## src/rtl/urx_pkg.sv

```systemverilog
package urx_pkg;

  // register indices on the plain register port
  localparam logic [3:0] OFS_RX_STAT_CTRL  = 4'h0;
  localparam logic [3:0] OFS_RX_DATA       = 4'h1;
  localparam logic [3:0] OFS_DIV_LOW       = 4'h2;
  localparam logic [3:0] OFS_DIV_HIGH      = 4'h3;
  localparam logic [3:0] OFS_TX_STAT_CTRL  = 4'h4;
  localparam logic [3:0] OFS_BAUD_CTRL     = 4'h5;
  localparam logic [3:0] OFS_PERIPH_FLAGS  = 4'h6;
  localparam logic [3:0] OFS_PERIPH_ENABLE = 4'h7;
  localparam logic [3:0] OFS_CORE_IRQ_CTRL = 4'h8;
  localparam logic [3:0] OFS_EVT_STATUS    = 4'h9;
  localparam logic [3:0] OFS_EVT_MASK      = 4'hA;

  // field positions
  localparam int BIT_SERIAL_PORT_EN  = 7;
  localparam int BIT_NINE_BIT_RX     = 6;
  localparam int BIT_CONT_RX_EN      = 4;
  localparam int BIT_FRAMING_ERR     = 2;
  localparam int BIT_OVERRUN_ERR     = 1;
  localparam int BIT_NINTH_DATA      = 0;
  localparam int BIT_SYNC_MODE       = 4;
  localparam int BIT_HIGH_SPEED      = 2;
  localparam int BIT_RX_IDLE         = 6;
  localparam int BIT_WIDE_DIVISOR    = 3;
  localparam int BIT_RX_PENDING      = 5;
  localparam int BIT_RX_IRQ_EN       = 5;
  localparam int BIT_GLOBAL_IRQ_EN   = 7;
  localparam int BIT_PERIPH_IRQ_EN   = 6;
  localparam int EVT_CHAR            = 0;
  localparam int EVT_FRAMING         = 1;
  localparam int EVT_OVERRUN         = 2;

  // writable masks and reset values
  localparam logic [7:0] RX_CTRL_WMASK   = 8'hF8;
  localparam logic [7:0] BAUD_CTRL_WMASK = 8'h1B;
  localparam logic [7:0] EVT_WMASK       = 8'h07;
  localparam logic [7:0] RST_BYTE        = 8'h00;

  // divisor scaling, as left shifts of (n+1)
  localparam logic [2:0] SH_FACTOR_64 = 3'h6;
  localparam logic [2:0] SH_FACTOR_16 = 3'h4;
  localparam logic [2:0] SH_FACTOR_4  = 3'h2;

  // oversampling and mid-bit voting points
  localparam logic [22:0] OVERSAMPLE  = 23'h000010;
  localparam logic [3:0]  VOTE_FIRST  = 4'h7;
  localparam logic [3:0]  VOTE_SECOND = 4'h8;
  localparam logic [3:0]  VOTE_LAST   = 4'h9;

  typedef enum logic [1:0] {
    URX_IDLE  = 2'b00,
    URX_START = 2'b01,
    URX_DATA  = 2'b10,
    URX_STOP  = 2'b11
  } urx_state_t;

  typedef struct packed {
    logic       framing_err;
    logic       ninth;
    logic [7:0] data;
  } urx_char_t;

endpackage

```

## src/rtl/urx_receiver.sv

```systemverilog
`timescale 1ns/1ps
// What this block does
// - a falling edge on the line starts a character; first bit is start
// - half a bit later the line must still be low to go on
// - high at mid start bit: abort quietly, no error, wait for edge
// - each data bit sampled mid-bit by majority vote, shifted in
// - stop bit sampled a bit later; zero sets, one clears framing error
// - completed character goes to the queue and the pending flag rises
// - reading receive data returns and removes the oldest character
// - after queue overrun nothing more is received until cleared
// - pending flag is high when enabled and a character is unread
// - pending flag is read-only; writes to its register never touch it
// - receive interrupt needs receive, peripheral and global enables
// - bit rate is clock over 64, 16 or 4 times divisor plus one, at most clock over 16
// - line oversampled at 16 times bit rate; shifter moves once a bit
// - queue holds two characters while a third is shifted in
module urx_receiver
  import urx_pkg::*;
#(
  parameter int QUEUE_DEPTH = 2
) (
  input  wire logic       clk,
  input  wire logic       rst_n,
  input  wire logic [3:0] reg_addr,
  input  wire logic [7:0] reg_wdata,
  input  wire logic       reg_wr,
  input  wire logic       reg_rd,
  output logic      [7:0] reg_rdata,
  input  wire logic       rx_in,
  output logic            rx_irq_req,
  output logic            irq
);
  import urx_pkg::*;

  localparam int PW = $clog2(QUEUE_DEPTH);

  // register storage
  logic [7:0]  rx_ctrl_ff;
  logic [7:0]  div_low_ff;
  logic [7:0]  div_high_ff;
  logic [7:0]  tx_ctrl_ff;
  logic [7:0]  baud_ctrl_ff;
  logic [7:0]  periph_en_ff;
  logic [7:0]  core_irq_ff;
  logic [7:0]  evt_sts_ff;
  logic [7:0]  evt_mask_ff;
  logic        overrun_ff;
  logic [7:0]  rdata_ff;

  // line and timing
  logic        sync1_ff;
  logic        sync2_ff;
  logic        sync3_ff;
  logic        line_ff;
  logic [22:0] acc_ff;
  logic [3:0]  tick_cnt_ff;
  logic [3:0]  bit_cnt_ff;
  logic [1:0]  vote_ff;
  logic [8:0]  shift_ff;
  urx_state_t  state_ff;

  // queue
  urx_char_t   queue_ff [QUEUE_DEPTH];
  logic [PW-1:0] wptr_ff;
  logic [PW-1:0] rptr_ff;
  logic [PW:0] count_ff;

  // decode
  wire wr_rx_ctrl  = reg_wr && (reg_addr == OFS_RX_STAT_CTRL);
  wire rd_rx_data  = reg_rd && (reg_addr == OFS_RX_DATA);
  wire wr_evt_sts  = reg_wr && (reg_addr == OFS_EVT_STATUS);

  wire serial_port_enable        = rx_ctrl_ff[BIT_SERIAL_PORT_EN];
  wire continuous_receive_enable = rx_ctrl_ff[BIT_CONT_RX_EN];
  wire nine_bit                  = rx_ctrl_ff[BIT_NINE_BIT_RX];
  wire sync_mode                 = tx_ctrl_ff[BIT_SYNC_MODE];
  wire high_speed_select         = tx_ctrl_ff[BIT_HIGH_SPEED];
  wire wide_divisor_select       = baud_ctrl_ff[BIT_WIDE_DIVISOR];
  // software opens reception with these three bits
  wire rx_enable = serial_port_enable && continuous_receive_enable
                   && !sync_mode;

  // baud generator: ticks at 16x bit rate from an accumulator, so the
  // factor-4 modes keep their average rate for divisors of 3 and up; at most one tick per clock
  wire [16:0] div_plus1 = wide_divisor_select
                          ? {1'b0, div_high_ff, div_low_ff} + 17'h00001
                          : {9'h000, div_low_ff} + 17'h00001;
  wire [2:0]  factor_sh = sync_mode ? SH_FACTOR_4 :
                          wide_divisor_select
                            ? (high_speed_select ? SH_FACTOR_4
                                                 : SH_FACTOR_16)
                            : (high_speed_select ? SH_FACTOR_16
                                                 : SH_FACTOR_64);
  wire [22:0] bit_clocks = {6'h00, div_plus1} << factor_sh;
  wire [22:0] acc_sum    = acc_ff + OVERSAMPLE;
  wire        os_tick    = acc_sum >= bit_clocks;
  wire [22:0] acc_next   = os_tick ? acc_sum - bit_clocks : acc_sum;

  // stable line: accepted once second and third stages agree
  wire line_agree = sync2_ff == sync3_ff;
  wire line_now   = line_agree ? sync3_ff : line_ff;
  wire fall_edge  = line_ff && line_agree && !sync3_ff;

  // majority of three samples around mid-bit
  wire at_vote  = os_tick && (tick_cnt_ff == VOTE_LAST);
  wire bit_val  = (vote_ff[0] & vote_ff[1]) | (vote_ff[0] & line_now)
                  | (vote_ff[1] & line_now);
  wire [3:0] last_bit = nine_bit ? 4'h8 : 4'h7;

  // queue handshake
  wire q_full   = count_ff == (PW+1)'(QUEUE_DEPTH);
  wire q_empty  = count_ff == '0;
  wire pop      = rd_rx_data && !q_empty;
  wire finish   = (state_ff == URX_STOP) && at_vote;
  wire push_try = finish && rx_enable;
  wire push     = push_try && (!q_full || pop);
  wire overflow = push_try && q_full && !pop;
  wire stop_err = !line_now;
  urx_char_t in_char;
  assign in_char = '{framing_err: stop_err,
                     ninth: nine_bit ? shift_ff[8] : 1'b0,
                     data: nine_bit ? shift_ff[7:0] : shift_ff[8:1]};
  urx_char_t top_char;
  assign top_char = q_empty ? '0 : queue_ff[rptr_ff];

  // pending flag follows the queue and the serial port enable only
  wire rx_pending_flag = serial_port_enable && !q_empty;

  // next state of the receiver
  urx_state_t nxt_state;
  always_comb begin
    nxt_state = state_ff;
    unique case (state_ff)
      URX_IDLE: begin
        if (fall_edge && rx_enable && !overrun_ff) begin
          nxt_state = URX_START;
        end
      end
      URX_START: begin
        if (at_vote) begin
          nxt_state = bit_val ? URX_IDLE : URX_DATA;
        end
      end
      URX_DATA: begin
        if (at_vote && bit_cnt_ff == last_bit) begin
          nxt_state = URX_STOP;
        end
      end
      URX_STOP: begin
        if (at_vote) begin
          nxt_state = URX_IDLE;
        end
      end
    endcase
    if (!rx_enable) begin
      nxt_state = URX_IDLE;
    end
  end

  // synchroniser; first stage feeds only the second
  always_ff @(posedge clk or negedge rst_n) begin
    if (!rst_n) begin
      sync1_ff <= 1'b1;
      sync2_ff <= 1'b1;
      sync3_ff <= 1'b1;
      line_ff  <= 1'b1;
    end else begin
      sync1_ff <= rx_in;
      sync2_ff <= sync1_ff;
      sync3_ff <= sync2_ff;
      line_ff  <= line_now;
    end
  end

  // bit timing: counters restart at the falling edge
  always_ff @(posedge clk or negedge rst_n) begin
    if (!rst_n) begin
      acc_ff      <= '0;
      tick_cnt_ff <= '0;
      vote_ff     <= '0;
    end else if (state_ff == URX_IDLE) begin
      acc_ff      <= '0;
      tick_cnt_ff <= '0;
    end else begin
      acc_ff <= acc_next;
      if (os_tick) begin
        tick_cnt_ff <= tick_cnt_ff + 4'h1;
        if (tick_cnt_ff == VOTE_FIRST) vote_ff[0] <= line_now;
        if (tick_cnt_ff == VOTE_SECOND) vote_ff[1] <= line_now;
      end
    end
  end

  // receive shift register and bit count
  always_ff @(posedge clk or negedge rst_n) begin
    if (!rst_n) begin
      state_ff   <= URX_IDLE;
      bit_cnt_ff <= '0;
      shift_ff   <= '0;
    end else begin
      state_ff <= nxt_state;
      if (state_ff == URX_START) begin
        bit_cnt_ff <= '0;
      end else if (state_ff == URX_DATA && at_vote) begin
        shift_ff   <= {bit_val, shift_ff[8:1]};
        bit_cnt_ff <= bit_cnt_ff + 4'h1;
      end
    end
  end

  // two-entry queue
  always_ff @(posedge clk or negedge rst_n) begin
    if (!rst_n) begin
      wptr_ff  <= '0;
      rptr_ff  <= '0;
      count_ff <= '0;
    end else if (!serial_port_enable) begin
      wptr_ff  <= '0;
      rptr_ff  <= '0;
      count_ff <= '0;
    end else begin
      if (push) wptr_ff <= wptr_ff + PW'(1);
      if (pop) rptr_ff <= rptr_ff + PW'(1);
      count_ff <= count_ff + (PW+1)'(push) - (PW+1)'(pop);
    end
  end

  genvar gi;
  generate
    for (gi = 0; gi < QUEUE_DEPTH; gi++) begin : g_entry
      always_ff @(posedge clk or negedge rst_n) begin
        if (!rst_n) begin
          queue_ff[gi] <= '0;
        end else if (push && wptr_ff == PW'(gi)) begin
          queue_ff[gi] <= in_char;
        end
      end
    end
  endgenerate

  // overrun holds off reception; cleared by dropping continuous receive
  always_ff @(posedge clk or negedge rst_n) begin
    if (!rst_n) begin
      overrun_ff <= 1'b0;
    end else if (overflow) begin
      overrun_ff <= 1'b1;
    end else if (!continuous_receive_enable || !serial_port_enable) begin
      overrun_ff <= 1'b0;
    end
  end

  // sticky events, write one to clear; a new event beats the clear
  wire [7:0] evt_set = {5'h00, overflow, push && stop_err, push};
  wire [7:0] evt_clr = wr_evt_sts ? (reg_wdata & EVT_WMASK) : 8'h00;
  always_ff @(posedge clk or negedge rst_n) begin
    if (!rst_n) begin
      evt_sts_ff <= RST_BYTE;
    end else begin
      evt_sts_ff <= (evt_sts_ff & ~evt_clr) | evt_set;
    end
  end

  // software writes
  always_ff @(posedge clk or negedge rst_n) begin
    if (!rst_n) begin
      rx_ctrl_ff   <= RST_BYTE;
      div_low_ff   <= RST_BYTE;
      div_high_ff  <= RST_BYTE;
      tx_ctrl_ff   <= RST_BYTE;
      baud_ctrl_ff <= RST_BYTE;
      periph_en_ff <= RST_BYTE;
      core_irq_ff  <= RST_BYTE;
      evt_mask_ff  <= RST_BYTE;
    end else if (reg_wr) begin
      unique case (reg_addr)
        OFS_RX_STAT_CTRL:  rx_ctrl_ff   <= reg_wdata & RX_CTRL_WMASK;
        OFS_DIV_LOW:       div_low_ff   <= reg_wdata;
        OFS_DIV_HIGH:      div_high_ff  <= reg_wdata;
        OFS_TX_STAT_CTRL:  tx_ctrl_ff   <= reg_wdata;
        OFS_BAUD_CTRL:     baud_ctrl_ff <= reg_wdata & BAUD_CTRL_WMASK;
        OFS_PERIPH_ENABLE: periph_en_ff <= reg_wdata;
        OFS_CORE_IRQ_CTRL: core_irq_ff  <= reg_wdata;
        OFS_EVT_MASK:      evt_mask_ff  <= reg_wdata & EVT_WMASK;
        default: ;
      endcase
    end
  end

  // read mux; framing and ninth-bit flags come from the oldest queued character
  logic [7:0] rd_mux;
  always_comb begin
    rd_mux = 8'h00;
    unique case (reg_addr)
      OFS_RX_STAT_CTRL: begin
        rd_mux = rx_ctrl_ff;
        rd_mux[BIT_FRAMING_ERR] = top_char.framing_err;
        rd_mux[BIT_OVERRUN_ERR] = overrun_ff;
        rd_mux[BIT_NINTH_DATA]  = top_char.ninth;
      end
      OFS_RX_DATA:       rd_mux = top_char.data;
      OFS_DIV_LOW:       rd_mux = div_low_ff;
      OFS_DIV_HIGH:      rd_mux = div_high_ff;
      OFS_TX_STAT_CTRL:  rd_mux = tx_ctrl_ff;
      OFS_BAUD_CTRL: begin
        rd_mux = baud_ctrl_ff;
        rd_mux[BIT_RX_IDLE] = state_ff == URX_IDLE;
      end
      OFS_PERIPH_FLAGS: begin
        rd_mux[BIT_RX_PENDING] = rx_pending_flag;
      end
      OFS_PERIPH_ENABLE: rd_mux = periph_en_ff;
      OFS_CORE_IRQ_CTRL: rd_mux = core_irq_ff;
      OFS_EVT_STATUS:    rd_mux = evt_sts_ff;
      OFS_EVT_MASK:      rd_mux = evt_mask_ff;
      default:           rd_mux = 8'h00;
    endcase
  end

  always_ff @(posedge clk or negedge rst_n) begin
    if (!rst_n) begin
      rdata_ff <= 8'h00;
    end else begin
      rdata_ff <= reg_rd ? rd_mux : 8'h00;
    end
  end

  assign reg_rdata  = rdata_ff;
  assign rx_irq_req = rx_pending_flag && periph_en_ff[BIT_RX_IRQ_EN]
                      && core_irq_ff[BIT_PERIPH_IRQ_EN]
                      && core_irq_ff[BIT_GLOBAL_IRQ_EN];
  assign irq        = |(evt_sts_ff & evt_mask_ff);

endmodule

```

## config.mk

```make
export PLATFORM = sky130hd
export DESIGN_NAME = urx_receiver
export DESIGN_NICKNAME = d
export VERILOG_FILES = /design/src/rtl/urx_pkg.sv /design/src/rtl/urx_receiver.sv
export SDC_FILE = /design/constraint.sdc
export NUM_CORES = 1
export LEC_CHECK = 0
export BUFFER_PORTS_ARGS = -buffer_cell sky130_fd_sc_hd__buf_4
export CAP_MARGIN = 20
export CORE_MARGIN = 2
export CORE_UTILIZATION = 55
export DETAILED_ROUTE_END_ITERATION = 12
export PLACE_DENSITY = 0.72
export SYNTH_ARGS = -nofsm -noshare
export SYNTH_HDL_FRONTEND = slang
export SYNTH_SLANG_ARGS = --single-unit
```

## constraint.sdc

```tcl
create_clock -name clk -period 6.5 [get_ports clk]
set_clock_uncertainty 0.2 [all_clocks]
set_input_delay 0.325 -clock clk [delete_from_list [all_inputs] [get_ports clk]]
set_output_delay 0.325 -clock clk [all_outputs]
set_load 0.005 [all_outputs]
```

==> results.json <==
{
  "layoutNonFillerInstCount": 1159,
  "grt_max_degree": 74,
  "pin_count": 27,
  "cp-end-kind": "flop",
  "syn_to_final_growth_pct": 10.45,
  "grt_pass1_vias": 6832,
  "ys_types": 81,
  "syn_inst": 920,
  "clock_latency_ns": 0.42,
  "drt-initial-drc-count": 496,
  "synth_area_leaders": "dfrtp_1 38%, mux2_2 11%, ha_1 4.6%",
  "routed_wl_mm": 21.18,
  "hold_ws_ns": 0.01506,
  "peakVddDrop_uv": 212.0,
  "report.final.slew_viol_count": 0,
  "vias": 7018,
  "finalHoldViolCount": 0,
  "layout_min_cycle_time_ns": 5.427,
  "tightest_slew_ns": 0.9047,
  "yosysTopAreaCell": "dfrtp_1",
  "gp_congestion": 0.9095,
  "rows": 46,
  "fp.dieW_um": 130.5,
  "p_leak_uw": 0.004224,
  "path_clk_slew_ns": 0.06,
  "synth_ff_type": "dfrtp_1",
  "dp.cells": 1121,
  "status": "finished, final reports clean",
  "ys_seq_area_frac": 0.3874,
  "cts_buffers": 17,
  "power.density_nw_per_um2": 290.0,
  "detail-route-antenna-nets": 0,
  "holdBufCountCts": 5,
  "cts_resized": 0,
  "worstPathMaxFanout": 11,
  "cts_max_path_buffers": 2,
  "grt_usage": 0.2613,
  "dp_hpwl_mm": 14.98,
  "clockRootBuffer": "clkbuf_16",
  "ys_async_sr_fraction": 1.000,
  "port-buffer-count": 26,
  "finalPower_uw": 2818,
  "crit_type": "reg2reg",
  "overflow": 0,
  "fmax_mhz": 184.3,
  "syn-num-nets": 970,
  "slew_headroom": 0.3969,
  "synth.avg_cell_area_um2": 9.562,
  "fin_nets": 980,
  "setup_violations": 0,
  "wl_per_cell_um": 18.27,
  "cp.required_ns": 6.60,
  "diodes": 0,
  "cp-start-kind": "flop",
  "die_h_um": 130.5,
  "fin_util": 0.6162,
  "hp-start": "reg_wdata[4]",
  "period_share": 0.8349,
  "drc": 0,
  "cts_tree": "built",
  "drt_first_pass_iters": 5,
  "grt_pass1_wl_mm": 34.60,
  "regToRegSetupSlack_ns": 1.07,
  "final_cell_mix": "132 x dfrtp_1, 90 x nor2_1, 87 x nand2_1, 84 x mux2_2, 58 x a21oi_1",
  "ys_ff_latch": 136,
  "cts.sinks": 136,
  "postCtsSetupBuffers": 0,
  "reg2reg_from": "div_low_ff[1]",
  "die_area_um2": 17020,
  "synth_edf_count": 0,
  "crit_start": "div_low_ff[1]",
  "rsz0062_at_grt": "false",
  "antenna_found_initial": 0,
  "via_per_inst": 6.055,
  "finalSetupTns_ns": 0,
  "final_common_cell": "dfrtp_1",
  "core_um2": 15770,
  "netlist_area_um2": 8797,
  "synth_top_area_frac": 0.3755,
  "crit_arrival_ns": 5.53,
  "maxCapViolations": 0,
  "start_util": 0.5578,
  "drive_above_1_share": 0.1877,
  "yosysWarnings": 0,
  "h-tree-depth": 4,
  "hp-class": "in2reg"
}
[flip-flops by register name (all words and copies together), names as in the netlist, 2 cells and up]
name / count
acc_ff: 23
baud_ctrl_ff: 4
bit_cnt_ff: 4
core_irq_ff: 8
count_ff: 2
div_high_ff: 8
div_low_ff: 8
evt_mask_ff: 3
evt_sts_ff: 3
periph_en_ff: 8
queue_ff: 20
reg_rdata: 8
rx_ctrl_ff: 5
shift_ff: 9
state_ff: 2
tick_cnt_ff: 4
tx_ctrl_ff: 8
vote_ff: 2
[report_power, final]
part,switching (µW),total [µW],internal [µW]
combinational,517,896,379
clock,388,882,495
sequential,113,1040,927
[synthesized netlist by cell type (4+ instances only)]
cell type	number
dfrtp_1	132
nor2_1	91
nand2_1	87
mux2_2	84
a21oi_1	58
nand3_1	41
o21ai_0	34
mux2i_1	33
ha_1	32
clkbuf_1	31
xnor2_1	28
and3_1	18
xor2_1	16
inv_1	15
nor2b_1	12
nor3_1	12
a21o_1	10
o22ai_1	10
buf_2	9
a31oi_1	8
mux2_4	8
nand4_1	8
a211oi_1	7
a22oi_1	7
and2_1	7
o21a_1	7
a221oi_1	6
buf_1	6
nor4_1	6
nor3b_1	5
o31ai_1	5
or2_2	5
dfstp_2	4
nand4b_1	4
[worst max-delay path: stages (launching register included)]
cell and delay [ns]:
dfrtp_1 0.46, ha_1 0.22, nand3_1 0.19, nor3_1 0.62, nand4b_1 0.15, o21ai_0 0.11, a211oi_1 0.06, a311oi_1 0.47
mux2i_1 0.20, ha_1 0.44, nand3_4 0.13, nor2_4 0.15, nand2_2 0.08, o211ai_4 0.25, a21oi_4 0.11, nor4b_4 0.34
nor3b_4 0.72, mux2_2 0.41
[worst paths after layout]
path                       cells after the start              to
hold / removal                                 2  div_high_ff[4]
min in group asynchronous                      2  div_high_ff[3]
setup reg to reg                              17    queue_ff[17]
setup / recovery                              17    queue_ff[17]
hold reg to reg                                0        sync2_ff
max in group asynchronous                      3    reg_rdata[2]
[through the flow]
stage	setup slack, ns	cell area (µm²)
CTS	1.090	9707
floorplan	1.875	8797
global placement	1.231	9124
global route	0.6079	9717
detailed placement	1.126	9124
finish	1.073	9717
[layer usage]
layer / track usage / up-vias / part of all wire
met3: 0.06148 / 46 / 0.047
li1: - / 3388 / -
met5: 0 / - / 0
met4: 0.09700 / 0 / 0.029
met1: 0.3405 / 3398 / 0.45
met2: 0.4281 / 186 / 0.48
[final cells by class]
cell class,count,area [µm²]
Fill cell,1326,6053
Timing Repair Buffer,40,319.1
Tap cell,216,270.3
Inverter,16,60.06
Clock inverter,11,92.59
Clock buffer,21,440.4
Multi-Input combinational cell,719,5126
Sequential cell,136,3408
[cell families after synthesis]
| logic type | synth area share |
|---|---|
| multiplexers | 0.1600 |
| AO/OA/AOI/OAI | 0.1444 |
| adder cells (fa/ha/maj) | 0.05006 |
| AND/OR/NAND/NOR | 0.1839 |
| XOR/XNOR | 0.04381 |
| buffers and inverters | 0.03043 |
| flip-flops | 0.3874 |
Note: power is estimated with default switching activity, not from simulation.
